==> src/sac_pkg.sv <==
// shared constants, states and pin bundle for the sar conversion controller
package sac_pkg;
    localparam int          RES_WIDTH     = 12;          // widest result (12-bit variant)
    localparam int          FIFO_DEPTH    = 32;          // result words buffered
    localparam logic [3:0]  BITS_WIDE     = 4'hC;        // 12 trial bits
    localparam logic [3:0]  BITS_NARROW   = 4'hA;        // 10 trial bits
    localparam logic [3:0]  CYC_WIDE      = 4'hE;        // 14 master clocks
    localparam logic [3:0]  CYC_NARROW    = 4'hC;        // 12 master clocks
    localparam logic [11:0] MASK_WIDE     = 12'hFFF;     // bus bits 0..11
    localparam logic [11:0] MASK_NARROW   = 12'h3FF;     // bus bits 0..9
    localparam logic [11:0] RESULT_RESET  = 12'h000;     // output register at reset
    localparam int          REF_CLK_NS    = 50;          // 20 MHz reference clock
    localparam int          WAKE_NS       = 1000;        // wake-up time after sleep
    localparam logic [4:0]  WAKE_CYC      = 5'((WAKE_NS + REF_CLK_NS - 1) / REF_CLK_NS);
    localparam int          PIN_CNT       = 5;           // synchronised pins

    // controller states, one-hot
    typedef enum logic [4:0] {
        ST_IDLE  = 5'b00001,
        ST_CONV  = 5'b00010,
        ST_DONE  = 5'b00100,
        ST_SLEEP = 5'b01000,
        ST_WAKE  = 5'b10000
    } sac_state_e;

    // asynchronous pins sampled together
    typedef struct packed {
        logic conv_n;   // conversion start, active low
        logic cs_n;     // select, active low
        logic rd_n;     // read, active low
        logic mclk;     // external master clock
        logic comp;     // comparator decision
    } sac_pins_s;
endpackage

==> src/sac_conv_ctrl.sv <==
// conversion sequencing, sar register and three-state result bus
//
// How it works
// - 12-bit variant converts in 14 master clocks
// - 10-bit variant converts in 12 master clocks
// - master clock ignored outside a conversion
// - busy rises on start fall, stays high
// - busy falls after result reaches output register
// - back to track just before busy falls
// - start still low at busy fall: sleep
// - result bus driven only during select and read
// - bus bits 0..9 or 0..11 per variant
// - select and read and-combined, may stay low
// - start falling edge: hold, begin converting
// - wake on start rise, 1 us wake-up
// - result coded straight binary from zero
`timescale 1ns/1ps
module sac_conv_ctrl import sac_pkg::*; #(
    parameter bit WIDE_VARIANT = 1'b1   // 1: 12-bit part, 0: 10-bit part
) (
    // clock and reset
    input  wire logic        REF_CLK,
    input  wire logic        RSTN,
    // host strobes
    input  wire logic        CONVERSION_START_N,
    input  wire logic        CS_N,
    input  wire logic        RD_N,
    // master clock and analog comparator
    input  wire logic        MASTER_CLK,
    input  wire logic        COMP_IN,
    // status
    output logic             BUSY,
    output logic             HOLD,
    output logic             SLEEP,
    output logic             MCLK_GATE,
    // sar dac drive
    output logic [11:0]      DAC_CODE,
    // three-state result bus
    output logic [11:0]      RESULT_BUS_O,
    output logic [11:0]      RESULT_BUS_OE
);
    localparam logic [3:0]  N_BITS = WIDE_VARIANT ? BITS_WIDE : BITS_NARROW;
    localparam logic [3:0]  N_CYC  = WIDE_VARIANT ? CYC_WIDE : CYC_NARROW;
    localparam logic [11:0] N_MASK = WIDE_VARIANT ? MASK_WIDE : MASK_NARROW;

    sac_pins_s   pin_raw;          // pins as they arrive
    sac_pins_s   sync1;            // first stage, read only by sync2
    sac_pins_s   sync2;            // safe to use
    sac_pins_s   pin_q;            // previous safe sample for edges
    sac_state_e  state;            // controller state
    logic [3:0]  cyc;              // master clocks counted
    logic [3:0]  bit_idx;          // current trial bit
    logic [11:0] sar;              // successive approximation register
    logic [4:0]  wake_cnt;         // wake-up timer
    logic        pushed;           // this conversion handed to fifo
    logic        conv_fall;
    logic        conv_rise;
    logic        mclk_rise;
    logic        read_act;         // select and read both low
    logic        fifo_in_valid;
    logic        fifo_in_ready;
    logic        fifo_out_valid;
    logic        fifo_out_ready;
    logic [11:0] fifo_out_data;

    assign pin_raw = '{conv_n: CONVERSION_START_N, cs_n: CS_N, rd_n: RD_N,
                       mclk: MASTER_CLK, comp: COMP_IN};

    // two-flop synchroniser, one per pin
    genvar gi;
    generate
        for (gi = 0; gi < PIN_CNT; gi++) begin : g_sync
            always_ff @(posedge REF_CLK or negedge RSTN) begin
                if (!RSTN) begin
                    sync1[gi] <= 1'b1;
                    sync2[gi] <= 1'b1;
                    pin_q[gi] <= 1'b1;
                end else begin
                    sync1[gi] <= pin_raw[gi];
                    sync2[gi] <= sync1[gi];
                    pin_q[gi] <= sync2[gi];
                end
            end
        end
    endgenerate

    assign conv_fall = pin_q.conv_n && !sync2.conv_n;
    assign conv_rise = !pin_q.conv_n && sync2.conv_n;
    // master clock only reaches the sequencer while converting
    assign MCLK_GATE = (state == ST_CONV);
    assign mclk_rise = MCLK_GATE && !pin_q.mclk && sync2.mclk;
    // one and-gate, either strobe may be tied low
    assign read_act  = !sync2.cs_n && !sync2.rd_n;

    // controller: start, count, hand over, track, sleep, wake
    always_ff @(posedge REF_CLK or negedge RSTN) begin
        if (!RSTN) begin
            state    <= ST_IDLE;
            BUSY     <= 1'b0;
            HOLD     <= 1'b0;
            SLEEP    <= 1'b0;
            cyc      <= 4'h0;
            pushed   <= 1'b0;
            wake_cnt <= 5'h00;
        end else begin
            case (state)
                ST_IDLE: begin
                    // falling start: sample held, busy up
                    if (conv_fall) begin
                        state <= ST_CONV;
                        BUSY  <= 1'b1;
                        HOLD  <= 1'b1;
                        cyc   <= 4'h0;
                    end
                end
                ST_CONV: begin
                    // fixed count of master clocks per conversion
                    if (mclk_rise) begin
                        cyc <= cyc + 4'h1;
                        if (cyc == N_CYC - 4'h1) begin
                            state  <= ST_DONE;
                            pushed <= 1'b0;
                        end
                    end
                end
                ST_DONE: begin
                    if (fifo_in_valid && fifo_in_ready) begin
                        pushed <= 1'b1;
                    end
                    // result drained into output register: release track first
                    if (pushed && !fifo_out_valid && HOLD) begin
                        HOLD <= 1'b0;
                    end else if (!HOLD) begin
                        BUSY  <= 1'b0;
                        // start still low: sleep on busy fall
                        if (!sync2.conv_n) begin
                            state <= ST_SLEEP;
                            SLEEP <= 1'b1;
                        end else begin
                            state <= ST_IDLE;
                        end
                    end
                end
                ST_SLEEP: begin
                    // rising start wakes the part
                    if (conv_rise) begin
                        state    <= ST_WAKE;
                        wake_cnt <= 5'h00;
                    end
                end
                ST_WAKE: begin
                    // starts during wake-up are not taken
                    wake_cnt <= wake_cnt + 5'h01;
                    if (wake_cnt == WAKE_CYC - 5'h01) begin
                        state <= ST_IDLE;
                        SLEEP <= 1'b0;
                    end
                end
                default: begin
                    state <= ST_IDLE;
                end
            endcase
        end
    end

    // sar trials: msb first, keep bit when input is at or above trial level
    always_ff @(posedge REF_CLK or negedge RSTN) begin
        if (!RSTN) begin
            sar     <= 12'h000;
            bit_idx <= 4'h0;
        end else if (state == ST_IDLE && conv_fall) begin
            bit_idx <= N_BITS - 4'h1;
            sar     <= 12'h000;
            sar[N_BITS - 4'h1] <= 1'b1;
        end else if (mclk_rise && cyc < N_BITS) begin
            // straight binary, zero at the bottom of range
            if (!sync2.comp) begin
                sar[bit_idx] <= 1'b0;
            end
            if (bit_idx != 4'h0) begin
                sar[bit_idx - 4'h1] <= 1'b1;
                bit_idx <= bit_idx - 4'h1;
            end
        end
    end

    assign DAC_CODE      = sar;
    assign fifo_in_valid = (state == ST_DONE) && !pushed;
    // stall one cycle as a read opens, so the word never changes under its first edge
    assign fifo_out_ready = !(read_act && (pin_q.cs_n || pin_q.rd_n));

    sac_fifo #(
        .WIDTH (RES_WIDTH),
        .DEPTH (FIFO_DEPTH)
    ) u_fifo (
        .clk       (REF_CLK),
        .rst_n     (RSTN),
        .in_valid  (fifo_in_valid),
        .in_ready  (fifo_in_ready),
        .in_data   (sar & N_MASK),
        .out_valid (fifo_out_valid),
        .out_ready (fifo_out_ready),
        .out_data  (fifo_out_data)
    );

    // output register only changes on a new completed result
    always_ff @(posedge REF_CLK or negedge RSTN) begin
        if (!RSTN) begin
            RESULT_BUS_O <= RESULT_RESET;
        end else if (fifo_out_valid && fifo_out_ready) begin
            RESULT_BUS_O <= fifo_out_data;
        end
    end

    // bus enable per bit, upper bits never driven on the narrow part
    always_ff @(posedge REF_CLK or negedge RSTN) begin
        if (!RSTN) begin
            RESULT_BUS_OE <= 12'h000;
        end else begin
            RESULT_BUS_OE <= read_act ? N_MASK : 12'h000;
        end
    end

    // checks
    a_busy_on_start: assert property (@(posedge REF_CLK) disable iff (!RSTN)
        (state == ST_IDLE && conv_fall) |=> BUSY && HOLD)
        else $error("busy or hold not raised after start");
    a_busy_through_conv: assert property (@(posedge REF_CLK) disable iff (!RSTN)
        (state == ST_CONV) |-> BUSY)
        else $error("busy low during conversion");
    a_cycle_count_exact: assert property (@(posedge REF_CLK) disable iff (!RSTN)
        $fell(state == ST_CONV) |-> (cyc == N_CYC))
        else $error("conversion ended after wrong master clock count");
    // the last count lands on the edge that leaves conversion, so that one cycle is skipped
    a_gate_only_conv: assert property (@(posedge REF_CLK) disable iff (!RSTN)
        (state != ST_CONV && $past(state) != ST_CONV) |-> !MCLK_GATE && $stable(cyc))
        else $error("master clock counted outside conversion");
    a_track_before_busy: assert property (@(posedge REF_CLK) disable iff (!RSTN)
        $fell(BUSY) |-> !HOLD && $past(BUSY) && !$past(HOLD))
        else $error("track not restored before busy fall");
    a_busy_after_load: assert property (@(posedge REF_CLK) disable iff (!RSTN)
        $fell(BUSY) |-> !fifo_out_valid && pushed)
        else $error("busy fell before result loaded");
    a_sleep_on_fall: assert property (@(posedge REF_CLK) disable iff (!RSTN)
        ($fell(BUSY) && !$past(sync2.conv_n)) |-> SLEEP && state == ST_SLEEP)
        else $error("no sleep with start held low");
    // twenty wake cycles: first one, nineteen later the last, then awake
    a_wake_time: assert property (@(posedge REF_CLK) disable iff (!RSTN)
        (state == ST_SLEEP && conv_rise) |=> (state == ST_WAKE && wake_cnt == 5'h00) ##19
        (state == ST_WAKE && SLEEP) ##1 (!SLEEP && state == ST_IDLE))
        else $error("wake-up time not kept");
    a_sleep_in_wake: assert property (@(posedge REF_CLK) disable iff (!RSTN)
        (state == ST_SLEEP || state == ST_WAKE) |-> SLEEP)
        else $error("sleep flag low while asleep or waking");
    a_bus_enable: assert property (@(posedge REF_CLK) disable iff (!RSTN)
        ##1 (RESULT_BUS_OE == ($past(read_act) ? N_MASK : 12'h000)))
        else $error("bus enable does not follow select and read");
    a_result_holds: assert property (@(posedge REF_CLK) disable iff (!RSTN)
        !$past(fifo_out_valid) |-> $stable(RESULT_BUS_O))
        else $error("output register changed without new result");
endmodule

==> src/sac_fifo.sv <==
// result fifo with valid/ready on both sides
`timescale 1ns/1ps
module sac_fifo import sac_pkg::*; #(
    parameter int WIDTH = RES_WIDTH,
    parameter int DEPTH = FIFO_DEPTH
) (
    // clock and reset
    input  wire logic             clk,
    input  wire logic             rst_n,
    // fill side
    input  wire logic             in_valid,
    output logic                  in_ready,
    input  wire logic [WIDTH-1:0] in_data,
    // drain side
    output logic                  out_valid,
    input  wire logic             out_ready,
    output logic      [WIDTH-1:0] out_data
);
    localparam int AW = $clog2(DEPTH);

    logic [WIDTH-1:0] mem [DEPTH];   // flop storage
    logic [AW:0]      wr_ptr;        // extra bit tells full from empty
    logic [AW:0]      rd_ptr;
    logic             push;
    logic             pop;

    // honest flags from pointer compare
    assign in_ready  = !((wr_ptr[AW] != rd_ptr[AW]) && (wr_ptr[AW-1:0] == rd_ptr[AW-1:0]));
    assign out_valid = (wr_ptr != rd_ptr);
    assign out_data  = mem[rd_ptr[AW-1:0]];
    assign push      = in_valid && in_ready;
    assign pop       = out_valid && out_ready;

    // storage write, no reset needed on data
    always_ff @(posedge clk) begin
        if (push) begin
            mem[wr_ptr[AW-1:0]] <= in_data;
        end
    end

    // pointers
    always_ff @(posedge clk or negedge rst_n) begin
        if (!rst_n) begin
            wr_ptr <= '0;
            rd_ptr <= '0;
        end else begin
            if (push) begin
                wr_ptr <= wr_ptr + 1'b1;
            end
            if (pop) begin
                rd_ptr <= rd_ptr + 1'b1;
            end
        end
    end
endmodule

==> config.mk <==
export PLATFORM = sky130hd
export DESIGN_NAME = sac_conv_ctrl
export DESIGN_NICKNAME = d
export VERILOG_FILES = /design/src/sac_pkg.sv /design/src/sac_conv_ctrl.sv /design/src/sac_fifo.sv
export SDC_FILE = /design/constraint.sdc
export NUM_CORES = 1
export LEC_CHECK = 0
export ABC_AREA = 1
export BUFFER_PORTS_ARGS = -buffer_cell sky130_fd_sc_hd__buf_2
export CORE_UTILIZATION = 40
export CTS_BUF_LIST = sky130_fd_sc_hd__clkbuf_4 sky130_fd_sc_hd__clkbuf_8 sky130_fd_sc_hd__clkbuf_16
export CTS_CLUSTER_DIAMETER = 100
export CTS_CLUSTER_SIZE = 14
export DETAILED_ROUTE_END_ITERATION = 10
export GPL_ROUTABILITY_DRIVEN = 1
export PLACE_DENSITY = 0.64
export SYNTH_ARGS = -nofsm -noshare
export SYNTH_HDL_FRONTEND = slang
export SYNTH_SLANG_ARGS = --single-unit
export TNS_END_PERCENT = 100
==> constraint.sdc <==
create_clock -name REF_CLK -period 4.4 [get_ports REF_CLK]
set_clock_uncertainty 0.05 [all_clocks]
set_input_delay 0.44 -clock REF_CLK [delete_from_list [all_inputs] [get_ports REF_CLK]]
set_output_delay 0.44 -clock REF_CLK [all_outputs]
set_load 0.01 [all_outputs]
==> results of run 1 <==
-- per-stage QoR --
step	worst slack (ns)	power [mW]	hold slack, ns	cell area [µm²]
6_report	0.9503	9.594	0.005129	21070
5_1_grt	0.7476	9.902	0.09208	21070
4_1_cts	1.022	9.648	0.04398	21070
3_5_place_dp	1.027	6.280	0.2975	19770
3_3_place_gp	1.071	6.257	0.2964	19770
2_1_floorplan	1.800	5.744	0.09441	18990
-- path summary, 6_finish.rpt --
check	start	end	slack, ns	cells after the start
hold reg to reg	sync1[0]	sync2[0]	0.31	0
setup / recovery	u_fifo.rd_ptr[0]	RESULT_BUS_O[4]	0.95	10
max in group asynchronous	RSTN	u_fifo.rd_ptr[1]	3.53	1
hold / removal	RSTN	wake_cnt[1]	0.005	1
min in group REF_CLK	sync1[0]	sync2[0]	0.31	0
setup reg to reg	u_fifo.rd_ptr[0]	RESULT_BUS_O[4]	0.95	10
-- placed cells by master, fill, tap and decap left out, types with 7 or more instances in the layout --
| master | instances |
|---|---|
| a21oi_1 | 28 |
| buf_2 | 45 |
| buf_4 | 28 |
| clkbuf_16 | 41 |
| clkbuf_4 | 28 |
| dfrtp_1 | 56 |
| dfstp_2 | 15 |
| edfxtp_1 | 384 |
| ha_1 | 13 |
| inv_1 | 49 |
| nand2_1 | 403 |
| nand3_1 | 190 |
| nand4_1 | 7 |
| nor2_1 | 269 |
| nor3_1 | 10 |
| nor3_2 | 7 |
| o21ai_0 | 140 |
| o22ai_1 | 9 |
| xor2_1 | 10 |
-- timing repair --
action,in CTS,in global routing
endpoints found under the hold margin,5,0
setup endpoints to repair,0,0
buffers inserted,0,0
hold buffers,5,0
-- logic make-up (layout without fill, tap and decap cells) --
group                      after synthesis  in the layout  synth area share (%)
adders and majority gates               13             13                0.8565
buffers and inverters                  150            203                 3.498
DFF                                    457            457                 70.44
AOI/OAI and AO/OA                      188            188                 5.093
xor gates and xnor gates                12             12                0.5534
and+or+nand+nor                        900            900                 19.56
-- flip-flops by register name, indices dropped and copies added, names as in the netlist --
register,flops
pin_q,4
RESULT_BUS_O,12
cyc,4
wake_cnt,5
pushed,1
HOLD,1
state,5
DAC_CODE,12
SLEEP,1
RESULT_BUS_OE,1
u_fifo.rd_ptr,6
sync2,5
u_fifo.mem,384
sync1,5
u_fifo.wr_ptr,6
bit_idx,4
BUSY,1
-- routing by layer --
layer	up-vias	wire (µm)	track usage, %
met5	-	0	0
met4	0	1335	6.138
met3	84	3298	2.747
met2	491	22160	31.45
met1	6165	20800	28.43
li1	5947	-	-
-- power by group through the flow --
stage | clock (mW) | combinational [mW] | sequential [mW]
after CTS | 3.45 | 0.880 | 5.31
after floorplan | 0 | 0.348 | 5.40
after global routing | 3.60 | 0.969 | 5.33
after detailed placement | 0 | 0.876 | 5.40
final | 3.41 | 0.871 | 5.31
after global placement | 0 | 0.855 | 5.40
-- final cells by class --
class,instances,share of cell area (%)
Multi-Input combinational cell,1113,23.66
Tap cell,607,3.605
Timing Repair Buffer,78,2.304
Clock buffer,69,5.868
Clock inverter,1,0.03564
Inverter,55,0.9919
Sequential cell,457,63.53
==> summary.md, run 1 <==
| Metric | Value |
|---|---|
| Final hold vios | 0 |
| Gate power share | 9.1% |
| TNS Setup | 0 ns |
| Fraction of layout cells with a size suffix above 1 | about a tenth |
| CP Launch Type | flop |
| Clk Latency, worst-skew pair | 0.54 ns |
| Tcrit/Tclk final | around four fifths |
| Seq pwr share | 55.4% |
| Area contributors post-synth | edfxtp_1 (61%), nand2_1 (8.0%), dfrtp_1 (7.6%), nor2_1 (5.3%), nand3_1 (5.0%) |
| # fillers | ~4200 |
| First-pass iteration count of the detailed router | 7 |
| Vias in the first global route | ~12000 |
| Outcome | finished clean |
| Pin count of the biggest net entering global routing | about 100 |
| Final Util | a little under half |
| Vias/cell | about 5.3 |
| Clock transition at path regs | ~0.07 ns |
| FP Rows | between 70 and 80 |
| Clock power frac | 35.5% |
| Setup violations, final | 0 |
| CP endpoint kind | flop |
| Crit-path max cell delay | ~0.96 ns |
| Seq/Total Area, Yosys | 70.44% |
| DRC Markers | 0 |
| RSZ-0062 raised after global routing | no |
| Routed length per instance | ~20 µm |
| Power Density | ~460 mW/mm² |
| Switch share | ~25% |
| Max FO, Critical Path | a little over 100 |
| NumNets Final | roughly 1800 |
| GRT Total Usage | around a fifth |
| Initial Util | roughly two fifths |
| Synthesized Nets | ~1700 |
| Max Freq | 289.9 MHz |
| CP cell instances | buf_4, buf_4, nor2_1, nor2_1, o21ai_0, nand3_1, nand3_1, nand2_1, nand3_1, nand2_1 |
| RePlAce Congestion | a little under 0.9 |
| Leakage Power | between 7 and 8 nW |
| Placed Cells | 2305 |
| I/O Buffers | 46 |
| Top delay family on crit path | buffers and inverters |
| Number of enable-type register cells in the synthesized netlist | around 380 |
| Vias | 12690 |
| Clock sinks | 457 |
| CTS tree | built |
| H-Tree Depth | 2 |
| ANT cells | 0 |
| Maximum VDD drop | 0.0002686 V |
| DP Wirelength | around 29 mm |
| Path type of the worst setup path | flop to flop |
| Iter 0 DRT Violations | around 1500 |
| Routed Antenna Nets | 0 |
| P&R area growth vs syn | 10.93% |
| Die X | around 220 µm |
| Initial antenna violation count | 0 |
| Rel. slew slack | 16.63% |
| Max cap viols | 0 |
| Die area | a little under 0.05 mm² |
| Pint | about 7.2 mW |
| Core area | 0.04665 mm² |
| Routed WL | between 40 and 50 mm |
| Synth async-reset ratio | 15.97% |
| Crit path DAT | between 3 and 4 ns |
| Synth top area share | about three fifths |
| Required @ worst endpoint | between 4 and 5 ns |
| #FFs+latches synth | between 400 and 500 |
| Cts bufs inserted | 38 |
| Synth Instances | 1720 |
| NetSw | 2.381 mW |
| First-pass GRT wire length | slightly above 70 mm |
| Post-synth top cells | nand2_1 (403), edfxtp_1 (384), nor2_1 (269), nand3_1 (190), o21ai_0 (140) |
| Area leader, netlist | edfxtp_1 |
| DIE HEIGHT | between 200 and 250 µm |
| YS warnings | 0 |
| Mapped Area | 0.01899 mm² |
| Slowest cell on the critical path | buf_4 |
| Multi-input gate area | around 0.0050 mm² |
| Crit path time final | between 3 and 4 ns |
| Cell variety after synth | 37 |
| Total gr overflow | 0 |
| Register Area | between 0.01 and 0.015 mm² |
| Actual slew at the worst max-slew pin | 1.246 ns |
| Count leader, synth | nand2_1 |
| Syn_area_per_cell | roughly 11 µm² |
| CP most frequent cell | nand3_1 |
| Buf+Inv Stages, Crit Path | 2 |
| CTS Buffer Depth | 3 |
| Hold/Removal Path Class | input port to asynchronous set/reset pin |
| Io pins | 47 |
| Root buffer cell | clkbuf_16 |
| Cts repair resizes | 0 |
| Max-slew violations | 0 |
| Commonest register cell after synthesis | edfxtp_1 |
| Final Non-Filler Cells | about 2400 |
Note: power is estimated with default switching activity, not from simulation.
==> run 2: changes to the inputs <==
==> constraint.sdc (replaced) <==
create_clock -name REF_CLK -period 3.2 [get_ports REF_CLK]
set_clock_uncertainty 0.05 [all_clocks]
set_input_delay 0.32 -clock REF_CLK [delete_from_list [all_inputs] [get_ports REF_CLK]]
set_output_delay 0.32 -clock REF_CLK [all_outputs]
set_load 0.01 [all_outputs]
==> summary.md, run 2 (synthesized netlist as in run 1, its figures left out) <==
| Metric | Value |
|---|---|
| Clk Latency, worst-skew pair | 0.54 ns (about the same) |
| Pin count of the biggest net entering global routing | 139 (+35%) |
| Register Area | 0.01338 mm² (unchanged) |
| Crit path DAT | 2.93 ns (-0.96 ns) |
| Power Density | 614.2 mW/mm² (+35%) |
| DIE HEIGHT | 219.9 µm (unchanged) |
| Initial Util | 40.70% (unchanged) |
| Final hold vios | 0 (unchanged) |
| Crit path time final | 2.748 ns (-0.7014 ns) |
| Setup WS pre-CTS | 0.5492 ns (-0.4776 ns) |
| DRC Markers | 0 (unchanged) |
| Clock power frac | 34.7% (-0.8 points) |
| Vias | 12830 (+1.2%) |
| Path type of the worst setup path | flop to flop |
| Switch share | 24.95% (+0.14 points) |
| FP Rows | 79 (unchanged) |
| CTS Buffer Depth | 3 (unchanged) |
| Total gr overflow | 0 (unchanged) |
| Gate power share | 9.6% (+0.5 points) |
| Most frequent cells in the layout | nand2_1 (403), edfxtp_1 (384), nor2_1 (269) |
| Core area | 0.04665 mm² (unchanged) |
| Max cap viols | 0 (unchanged) |
| Tcrit/Tclk final | 85.88% (+7.5 points) |
| Placed Cells | 2342 (+1.6%) |
| H-Tree Depth | 2 (unchanged) |
| ANT cells | 0 (unchanged) |
| Leakage Power | 8.202 nW (+2.5%) |
| Routed WL | 47.83 mm (+0.50%) |
| I/O Buffers | 46 (unchanged) |
| RePlAce Congestion | 0.9455 (+8.0%) |
| Iter 0 DRT Violations | 1251 (-16%) |
| Routed length per instance | 19.79 µm (-1.0%) |
| P&R area growth vs syn | 12.56% |
| RSZ-0062 raised after global routing | no |
| Max-slew violations | 0 (unchanged) |
| Clock sinks | 457 (unchanged) |
| Io pins | 47 (unchanged) |
| Cts repair resizes | 0 (unchanged) |
| Hold/Removal Path Class | input port to asynchronous set/reset pin |
| Required @ worst endpoint | 3.38 ns (-1.46 ns) |
| Final Non-Filler Cells | 2417 (+1.6%) |
| First-pass GRT wire length | 71.99 mm (-0.26%) |
| Maximum VDD drop | 0.0003760 V (+40%) |
| Most common cell after layout, fill and taps aside | nand2_1 |
| Routed Antenna Nets | 0 (unchanged) |
| Clock transition at path regs | 0.07 ns (about the same) |
| Pint | 9.853 mW (+37%) |
| CP Launch Type | flop |
| Max Freq | 363.9 MHz (+26%) |
| Hold Worst Slack | 0.2680 ns (+0.2628 ns) |
| Max FO, Critical Path | 12 (-88%) |
| FF-to-FF Start | state[1] |
| Die area | 0.04835 mm² (unchanged) |
| Outcome | finished clean |
| CP endpoint kind | flop |
| DP Wirelength | 30.37 mm (+6.1%) |
| Vias/cell | 5.309 (-0.40%) |
| First-pass iteration count of the detailed router | 5 (-2) |
| Root buffer cell | clkbuf_16 |
| Rel. slew slack | 38.14% (+22 points) |
| Seq pwr share | 55.8% (+0.4 points) |
| Cts bufs inserted | 38 (unchanged) |
| NumNets Final | 1801 (+2.2%) |
| NetSw | 3.276 mW (+38%) |
| Max reg flops | 384 (unchanged) |
| Setup WS post-layout | 0.4517 ns (-0.4986 ns) |
| Actual slew at the worst max-slew pin | 0.9245 ns (-0.3214 ns) |
| Initial antenna violation count | 0 (unchanged) |
| Vias in the first global route | 12170 (+3.3%) |
| Multi-input gate area | 0.004985 mm² (unchanged) |
| Fraction of layout cells with a size suffix above 1 | 12.15% (+1.8 points) |
| CP startpoint | state[1] |
| Die X | 219.9 µm (unchanged) |
| CTS tree | built |
| # fillers | 4210 (-0.75%) |
| TNS Setup | 0 ns (unchanged) |
| Setup violations, final | 0 (unchanged) |
| GRT Total Usage | 19.91% (about the same) |
[run 2: cell count changes in the layout (fill, tap and decap cells not counted)]
cell           change
buf_12             +5
dlygate4sd3_1      +1
inv_6              +1
buf_4             +32
clkbuf_16          -2
[run 2: critical path: stages, from the launching register on]
cell and delay (ns):
dfrtp_1 0.39, nor2_1 0.19, nand3_1 0.28, nor2_2 0.35, nand3_1 0.58, nor2_1 0.32
buf_4 0.27
[run 2: power groups by stage]
stage	registers [mW]	clock network [mW]	logic [mW]
2_1_floorplan	7.42	0	0.479
3_3_place_gp	7.44	0	1.23
3_5_place_dp	7.44	0	1.25
4_1_cts	7.32	4.61	1.26
5_1_grt	7.33	4.80	1.40
6_report	7.32	4.55	1.26
[run 2: final timing paths]
path | to | slack, ns | cells past startpoint
max reg2reg | u_fifo.mem[5][11] | 0.45 | 6
max | u_fifo.mem[5][11] | 0.45 | 6
min reg2reg | sync2[4] | 0.31 | 0
min in group REF_CLK | sync2[4] | 0.31 | 0
max in group asynchronous | sync1[0] | 2.09 | 3
min | u_fifo.rd_ptr[0] | 0.27 | 2
[run 2: final cells by class]
type	count	share of cell area, %
flip-flops and latches	457	62.61
multi-input cells	1113	23.32
clock buffers	67	5.549
repair buffers	116	3.910
well taps	607	3.553
inverters	55	0.9775
clock inverters	2	0.07609
[run 2: repair_timing]
item	CTS	global route
hold buffers	6	0
setup buffers	0	0
hold endpoints to repair	41	0
[run 2: through the flow]
step	instance area (µm²)	total power [mW]	util [%]
finish	21380	13.13	45.82
CTS	21380	13.19	45.82
floorplan	18990	7.898	-
global route	21380	13.54	45.82
detailed placement	20110	8.694	43.11
global placement	20110	8.667	43.11
[run 2: layer usage]
| layer | track usage [%] | share of wire (%) |
|---|---|---|
| met1 | 26.23 | 43 |
| met4 | 7.011 | 3.2 |
| met5 | 0 | 0 |
| met3 | 4.472 | 6.6 |
| met2 | 32.27 | 48 |
